--- config.mk ---
export PLATFORM = sky130hd
export DESIGN_NAME = ohrc_regs
export DESIGN_NICKNAME = d
export VERILOG_FILES = /design/src/rtl/ohrc_pkg.sv /design/src/rtl/ohrc_regs.sv
export VERILOG_INCLUDE_DIRS = /design/src /design/src/rtl
export SDC_FILE = /design/constraint.sdc
export NUM_CORES = 1
export LEC_CHECK = 0
export BUFFER_PORTS_ARGS = -buffer_cell sky130_fd_sc_hd__buf_2
export CAP_MARGIN = 30
export CELL_PAD_IN_SITES_DETAIL_PLACEMENT = 1
export CELL_PAD_IN_SITES_GLOBAL_PLACEMENT = 1
export CORE_UTILIZATION = 25
export CTS_CLUSTER_SIZE = 25
export DETAILED_ROUTE_END_ITERATION = 10
export PLACE_DENSITY_LB_ADDON = 0.1
export REMOVE_ABC_BUFFERS = 1
export SLEW_MARGIN = 20
export SYNTH_ARGS = -nofsm -noshare
export SYNTH_HDL_FRONTEND = slang
export SYNTH_SLANG_ARGS = --single-unit
--- constraint.sdc ---
create_clock -name SYS_CLK -period 1.11 [get_ports SYS_CLK]
set_input_delay 0.222 -clock SYS_CLK [delete_from_list [all_inputs] [get_ports SYS_CLK]]
set_output_delay 0.222 -clock SYS_CLK [all_outputs]
set_load 0.01 [all_outputs]
--- src/rtl/ohrc_defines.svh ---
// Offsets, field positions, reset values of the revision and control registers
// Assumes a 32-bit register port with word offsets in bytes
`ifndef OHRC_DEFINES_SVH
`define OHRC_DEFINES_SVH
`define OHRC_OFS_SPEC_VERSION 8'h00
`define OHRC_OFS_MODE_CONTROL 8'h04
`define OHRC_SPEC_VERSION_VAL 8'h10
`define OHRC_CTRL_RESET 32'h0000_0000
`define OHRC_CTRL_WMASK 32'h0000_07FF
`define OHRC_POS_RATIO 0
`define OHRC_POS_PLE 2
`define OHRC_POS_IE 3
`define OHRC_POS_CLE 4
`define OHRC_POS_BLE 5
`define OHRC_POS_FS 6
`define OHRC_POS_IR 8
`define OHRC_POS_WC 9
`define OHRC_POS_WE 10
`define OHRC_POS_RD 3
`endif

--- src/rtl/ohrc_pkg.sv ---
// Types shared by the revision and control register bank
// Assumes nothing beyond the defines header
package ohrc_pkg;
  typedef enum logic [1:0] {
    OHRC_STATE_RESET = 2'b00,
    OHRC_STATE_RESUME = 2'b01,
    OHRC_STATE_OPERATIONAL = 2'b10,
    OHRC_STATE_SUSPEND = 2'b11
  } ohrc_fstate_t;
endpackage

--- src/rtl/ohrc_regs.sv ---
// Revision and operating-mode control registers of the host controller core
// Assumes a simple synchronous register port driven by the host bus interface
`include "ohrc_defines.svh"

////////////////////////////////////////////////////////////////////////////////
module ohrc_regs #(
  // Register port widths
  parameter int ADDR_W = 8,
  parameter int DATA_W = 32
) (
  // Clock and resets
  input wire logic SYS_CLK,
  input wire logic RESET_N,
  input wire logic SOFT_RESET,
  // Register port
  input wire logic REG_SEL,
  input wire logic REG_WR,
  input wire logic [ADDR_W-1:0] REG_ADDR,
  input wire logic [DATA_W-1:0] REG_WDATA,
  output logic [DATA_W-1:0] REG_RDATA,
  // Hardware updates
  input wire logic HW_STATE_WR,
  input wire ohrc_pkg::ohrc_fstate_t HW_STATE,
  input wire logic HW_WC_WR,
  input wire logic HW_WC,
  // Events and status
  input wire logic INT_PENDING,
  input wire logic [31:0] INT_STATUS,
  // Outputs to the core
  output logic [1:0] SERVICE_RATIO,
  output logic PERIODIC_LIST_ENABLE,
  output logic ISOCHRONOUS_ENABLE,
  output logic CONTROL_LIST_ENABLE,
  output logic BULK_LIST_ENABLE,
  output ohrc_pkg::ohrc_fstate_t FUNCTIONAL_STATE,
  output logic HOST_IRQ,
  output logic MGMT_IRQ,
  output logic REMOTE_WAKEUP
);
  import ohrc_pkg::*;

  ////////////////////////////////////////////////////////////////////////////
  // Elaboration checks

  // Offsets 00h and 04h need three address bits; the decode compares at most eight
  if (ADDR_W < 3 || ADDR_W > 8) begin : g_bad_addr_w
    $error("ohrc_regs: ADDR_W must lie between 3 and 8");
  end

  // Both registers are whole 32-bit words
  if (DATA_W != 32) begin : g_bad_data_w
    $error("ohrc_regs: DATA_W must be 32");
  end

  ////////////////////////////////////////////////////////////////////////////
  // Declarations

  // Control register, the only writable state
  logic [31:0] ctrl_reg;
  logic [31:0] ctrl_next;

  // Registered read data, zero between reads
  logic [DATA_W-1:0] rdata_reg;
  logic [DATA_W-1:0] rdata_next;

  // Routed status interrupt lines
  logic host_irq_reg;
  logic host_irq_next;
  logic mgmt_irq_reg;
  logic mgmt_irq_next;

  // Remote wake-up request
  logic wake_reg;
  logic wake_next;

  // Decoded register accesses
  logic ctrl_wr;
  logic rd_en;

  // List enables picked out of the control register
  logic [3:0] list_en;

  ////////////////////////////////////////////////////////////////////////////
  // Decoding functions

  // Address compare against a byte offset
  function automatic logic hit(input logic [ADDR_W-1:0] a, input logic [7:0] ofs);
    return a == ofs[ADDR_W-1:0];
  endfunction

  // Value seen by a read at a given offset; unmapped offsets read zero
  function automatic logic [31:0] read_val(input logic [ADDR_W-1:0] a, input logic [31:0] c);
    logic [31:0] v;
    v = 32'h0000_0000;
    if (hit(a, `OHRC_OFS_SPEC_VERSION)) begin
      // Fixed version byte, upper bits zero
      v = {24'h00_0000, `OHRC_SPEC_VERSION_VAL};
    end else if (hit(a, `OHRC_OFS_MODE_CONTROL)) begin
      v = c;
    end
    return v;
  endfunction

  ////////////////////////////////////////////////////////////////////////////
  // Access decode

  // Only the control offset takes writes; the revision offset ignores them
  assign ctrl_wr = REG_SEL && REG_WR && hit(REG_ADDR, `OHRC_OFS_MODE_CONTROL);
  assign rd_en = REG_SEL && !REG_WR;

  ////////////////////////////////////////////////////////////////////////////
  // Control register

  // Next value: soft reset first, then software, then hardware field updates
  always_comb begin
    ctrl_next = ctrl_reg;
    if (SOFT_RESET) begin
      // Keep wake connected only
      ctrl_next = `OHRC_CTRL_RESET;
      ctrl_next[`OHRC_POS_WC] = ctrl_reg[`OHRC_POS_WC];
    end else begin
      if (ctrl_wr) begin
        // Reserved bits held at zero
        ctrl_next = REG_WDATA[31:0] & `OHRC_CTRL_WMASK;
      end
      // Hardware beats a same-cycle software write for its own fields
      if (HW_STATE_WR) begin
        ctrl_next[`OHRC_POS_FS +: 2] = HW_STATE;
      end
      if (HW_WC_WR) begin
        ctrl_next[`OHRC_POS_WC] = HW_WC;
      end
    end
  end

  // Control register flops; hardware reset clears every bit
  always_ff @(posedge SYS_CLK or negedge RESET_N) begin
    if (!RESET_N) begin
      ctrl_reg <= `OHRC_CTRL_RESET;
    end else begin
      ctrl_reg <= ctrl_next;
    end
  end

  ////////////////////////////////////////////////////////////////////////////
  // Read data

  // Answer one cycle after the read, zero otherwise
  always_comb begin
    rdata_next = '0;
    if (rd_en) begin
      rdata_next = DATA_W'(read_val(REG_ADDR, ctrl_reg));
    end
  end

  // Read data flops
  always_ff @(posedge SYS_CLK or negedge RESET_N) begin
    if (!RESET_N) begin
      rdata_reg <= '0;
    end else begin
      rdata_reg <= rdata_next;
    end
  end

  ////////////////////////////////////////////////////////////////////////////
  // Interrupt routing

  // Pending status goes to exactly one line, chosen by the routing bit;
  // the wake enable bit takes no part here
  always_comb begin
    host_irq_next = INT_PENDING && !ctrl_next[`OHRC_POS_IR];
    mgmt_irq_next = INT_PENDING && ctrl_next[`OHRC_POS_IR];
  end

  // Interrupt line flops
  always_ff @(posedge SYS_CLK or negedge RESET_N) begin
    if (!RESET_N) begin
      host_irq_reg <= 1'b0;
      mgmt_irq_reg <= 1'b0;
    end else begin
      host_irq_reg <= host_irq_next;
      mgmt_irq_reg <= mgmt_irq_next;
    end
  end

  ////////////////////////////////////////////////////////////////////////////
  // Remote wake-up

  // Signalled while wake enable and resume detected are both set
  always_comb begin
    wake_next = ctrl_next[`OHRC_POS_WE] && INT_STATUS[`OHRC_POS_RD];
  end

  // Wake-up flop
  always_ff @(posedge SYS_CLK or negedge RESET_N) begin
    if (!RESET_N) begin
      wake_reg <= 1'b0;
    end else begin
      wake_reg <= wake_next;
    end
  end

  ////////////////////////////////////////////////////////////////////////////
  // Outputs

  // List enables, one per control bit from bit 2 upward
  for (genvar g = 0; g < 4; g++) begin : g_list_en
    assign list_en[g] = ctrl_reg[`OHRC_POS_PLE + g];
  end

  // Every output comes straight from a flop
  assign REG_RDATA = rdata_reg;
  assign SERVICE_RATIO = ctrl_reg[`OHRC_POS_RATIO +: 2];
  assign PERIODIC_LIST_ENABLE = list_en[0];
  assign ISOCHRONOUS_ENABLE = list_en[1];
  assign CONTROL_LIST_ENABLE = list_en[2];
  assign BULK_LIST_ENABLE = list_en[3];
  assign FUNCTIONAL_STATE = ohrc_fstate_t'(ctrl_reg[`OHRC_POS_FS +: 2]);
  assign HOST_IRQ = host_irq_reg;
  assign MGMT_IRQ = mgmt_irq_reg;
  assign REMOTE_WAKEUP = wake_reg;
endmodule // ohrc_regs

==> impl_metrics.py <==
metrics = {
    "timing": {
        "rsz0062_at_grt": "true",
        "setup_viol": 46,
        "finalWorstSetupSlack_ps": -203,
        "slew_headroom": 0.610,
        "clock_skew_ps": 2.89,
        "finalSetupTns_ps": -6870,
        "post-route-period-util": 1.18,
        "finalMaxSlewViolations": 0,
        "fin_crit_ps": 1310,
        "max_freq_mhz": 762,
        "hold_violations": 0,
        "worst_pin_slew_ps": 583,
    },
    "floorplan": {
        "rows": 26,
        "die_area_um2": 5650,
        "core_region_area_um2": 5140,
        "start_util": 0.260,
        "dieHeight_um": 75.2,
        "ios": 126,
        "dieWidth_um": 75.2,
    },
    "global_routing": {
        "grt_pass1_wl_um": 6550,
        "grt_pass1_vias": 1283,
        "gr-total-overflow": 0,
        "grt_max_degree": 27,
        "antenna_found_initial": 0,
        "grt.total_usage": 0.160,
    },
    "synthesis": {
        "synthesis.area_um2": 1340,
        "ys_ff_latch": 26,
        "synth_top_area_frac": 0.486,
        "synthCells": 123,
        "yosysMostFrequentCell": "dfrtp_1",
        "yosysUniqueCellTypes": 28,
        "synth_commonest_cells": "dfrtp_1, buf_4, a21oi_1, and2_1, nand4_1",
        "synth_edf_count": 0,
        "synth-async-reset-ratio": 1.00,
        "syn_avg_cell_area_um2": 10.9,
        "synth_largest_area_cell": "dfrtp_1",
        "synthFlopType": "dfrtp_1",
        "ys_warn_count": 0,
        "synth.area.top_cells": "dfrtp_1, buf_4, and2_1, nand4_1, a21oi_1",
        "ys_seq_area_frac": 0.486,
    },
    "clock_network": {
        "tritoncts": "done",
        "clk_pin_slew_ps": 90,
        "clkLatencyLatePin_ps": 270,
        "cts_buffers": 3,
        "cts_root_buf": "clkbuf_8",
        "cts_buffer_depth": 2,
        "cts.sinks": 26,
        "cts_max_level": 1,
    },
    "detailed_routing": {
        "drt_wl_total_um": 4400,
        "drtAntennaViolNets": 0,
        "wl_per_cell_um": 16.2,
        "drt_pass1_iterations": 4,
        "drt_iter0_drc": 22,
        "via_per_inst": 4.51,
        "via_count": 1227,
        "drc": 0,
    },
    "pwr": {
        "p_per_area_nw_per_um2": 924,
        "p_leak_uw": 0.00110,
        "finalPower_uw": 2000,
        "peakVddDrop_mv": 0.445,
    },
    "place": {
        "dp_hpwl_um": 2950,
        "dp.cells": 258,
        "io_buffers": 73,
        "gp_congestion": 0.726,
    },
    "critical_path": {
        "slowest_stage": "or4_4",
        "critPathMaxFanout": 4,
        "crit_top_cell": "buf_12",
        "critPathTopFamily": "simple AND/OR/NAND/NOR gates",
        "regToRegStartpoint": "ctrl_reg[8]$_DFF_PN0_",
        "crit_path_end_kind": "flop",
        "r2r_end": "MGMT_IRQ$_DFF_PN0_",
        "r2r_cells": 3,
        "cp.buffers_inverters": 3,
        "cp.required_ps": 1280,
        "reg2reg_slack_ps": 50,
        "arrival_ps": 1480,
        "worstSetupPathType": "input port to flop",
        "setup.worst_path.start_class": "input port",
        "crit_path_cell_trace": "buf_6 > or4_4 > buf_12 > buf_12 > o31ai_4 > a21oi_1",
        "startpoint": "REG_ADDR[6]",
        "cpPeakStageDelay_ps": 580,
    },
    "finish": {
        "stdcell_count": 272,
        "multi_input_area_um2": 532,
        "regArea_um2": 652,
        "fin_nets": 286,
        "largest_register_ff_count": 12,
        "areaGrowthSynthToFinish_pct": 61.6,
        "post-route-util": 0.421,
        "fill_cells": 618,
        "n_antenna_cell": 0,
        "drive_gt1_frac": 0.634,
    },
    "worst_hold_path": {
        "hold_path.class": "input port to flop",
        "min_from": "INT_PENDING",
        "min_delay_path_depth": 2,
        "hold_end": "MGMT_IRQ$_DFF_PN0_",
    },
    "status": {
        "violations": "negative setup slack",
        "run_status": "complete, but fails checks",
    },
    "run": {
        "max_cap_violations": 0,
    },
}
## logic make-up after synthesis
group                  count (synthesis)  share of synthesized area
AO/OA/AOI/OAI                         24                      0.125
buffers and inverters                 35                      0.177
flip-flops                            26                      0.486
other                                  1                    0.00280
AND/OR/NAND/NOR                       37                      0.209
## how the worst max path moves through the flow
stage / to / slack (ps) / cells after the start
finish: ctrl_reg[4]$_DFFE_PN0P_ / -200 / 6
global route: HOST_IRQ$_DFF_PN0_ / -250 / 5
CTS: REG_RDATA[5]$_DFF_PN0_ / -200 / 5
detailed placement: ctrl_reg[9]$_DFFE_PN0P_ / -560 / 5
global placement: ctrl_reg[9]$_DFFE_PN0P_ / -510 / 5
floorplan: ctrl_reg[8]$_DFF_PN0_ / -760 / 3
## worst reg2reg max path: stages, from the launching register on
cell,delay [ps]
dfrtp_1,360
inv_1,50
a311oi_1,400
o21a_1,190
## layout by cell type (no fill, tap or decap), drive strengths merged
master         n
or4b           1
a311oi         1
nor2           2
buf          104
nor4           2
and3b          1
dlygate4sd3    1
clkbuf         4
conb           1
o21a           1
and2          11
nor3           1
or4            1
a2111oi        1
nand2b         2
nand4         10
o311ai         1
or2            1
nand2          1
inv            5
o31ai          7
nor3b          2
nor4b          2
o311a          2
dfrtp         26
a21oi         11
## final cells by class
| type | instances | share of cell area |
|---|---|---|
| clock buffers | 4 | 0.0254 |
| flip-flops and latches | 26 | 0.301 |
| well taps | 70 | 0.0405 |
| inverters | 5 | 0.00868 |
| multi-input cells | 62 | 0.246 |
| repair buffers | 105 | 0.378 |
## where the power goes
part           internal, µW  switching [µW]
Combinational           211             185
Sequential              961            12.3
Clock                   318             313
## metal layers
metal | GRT usage | vias to the layer above | wire, µm
li1 | - | 570 | -
met4 | 0.0576 | 0 | 50
met1 | 0.190 | 611 | 1710
met2 | 0.291 | 41 | 2470
met3 | 0.0254 | 5 | 180
met5 | 0 | - | 0
## what timing repair did
item	in CTS	in global routing
hold endpoints to repair	26	0
cloned	2	0
pin swaps	11	8
gates resized for setup	38	9
hold buffers	1	0
setup endpoints to repair	46	48
buffers inserted	3	4
## through the flow
step / area, µm² / hold slack [ps] / setup WS [ps]
2_1_floorplan: 1120 / -73.6 / -755
3_3_place_gp: 1780 / 241 / -506
3_5_place_dp: 1780 / 242 / -563
4_1_cts: 2080 / 162 / -203
5_1_grt: 2160 / 175 / -249
6_report: 2160 / 168 / -203
Note: power is estimated with default switching activity, not from simulation.
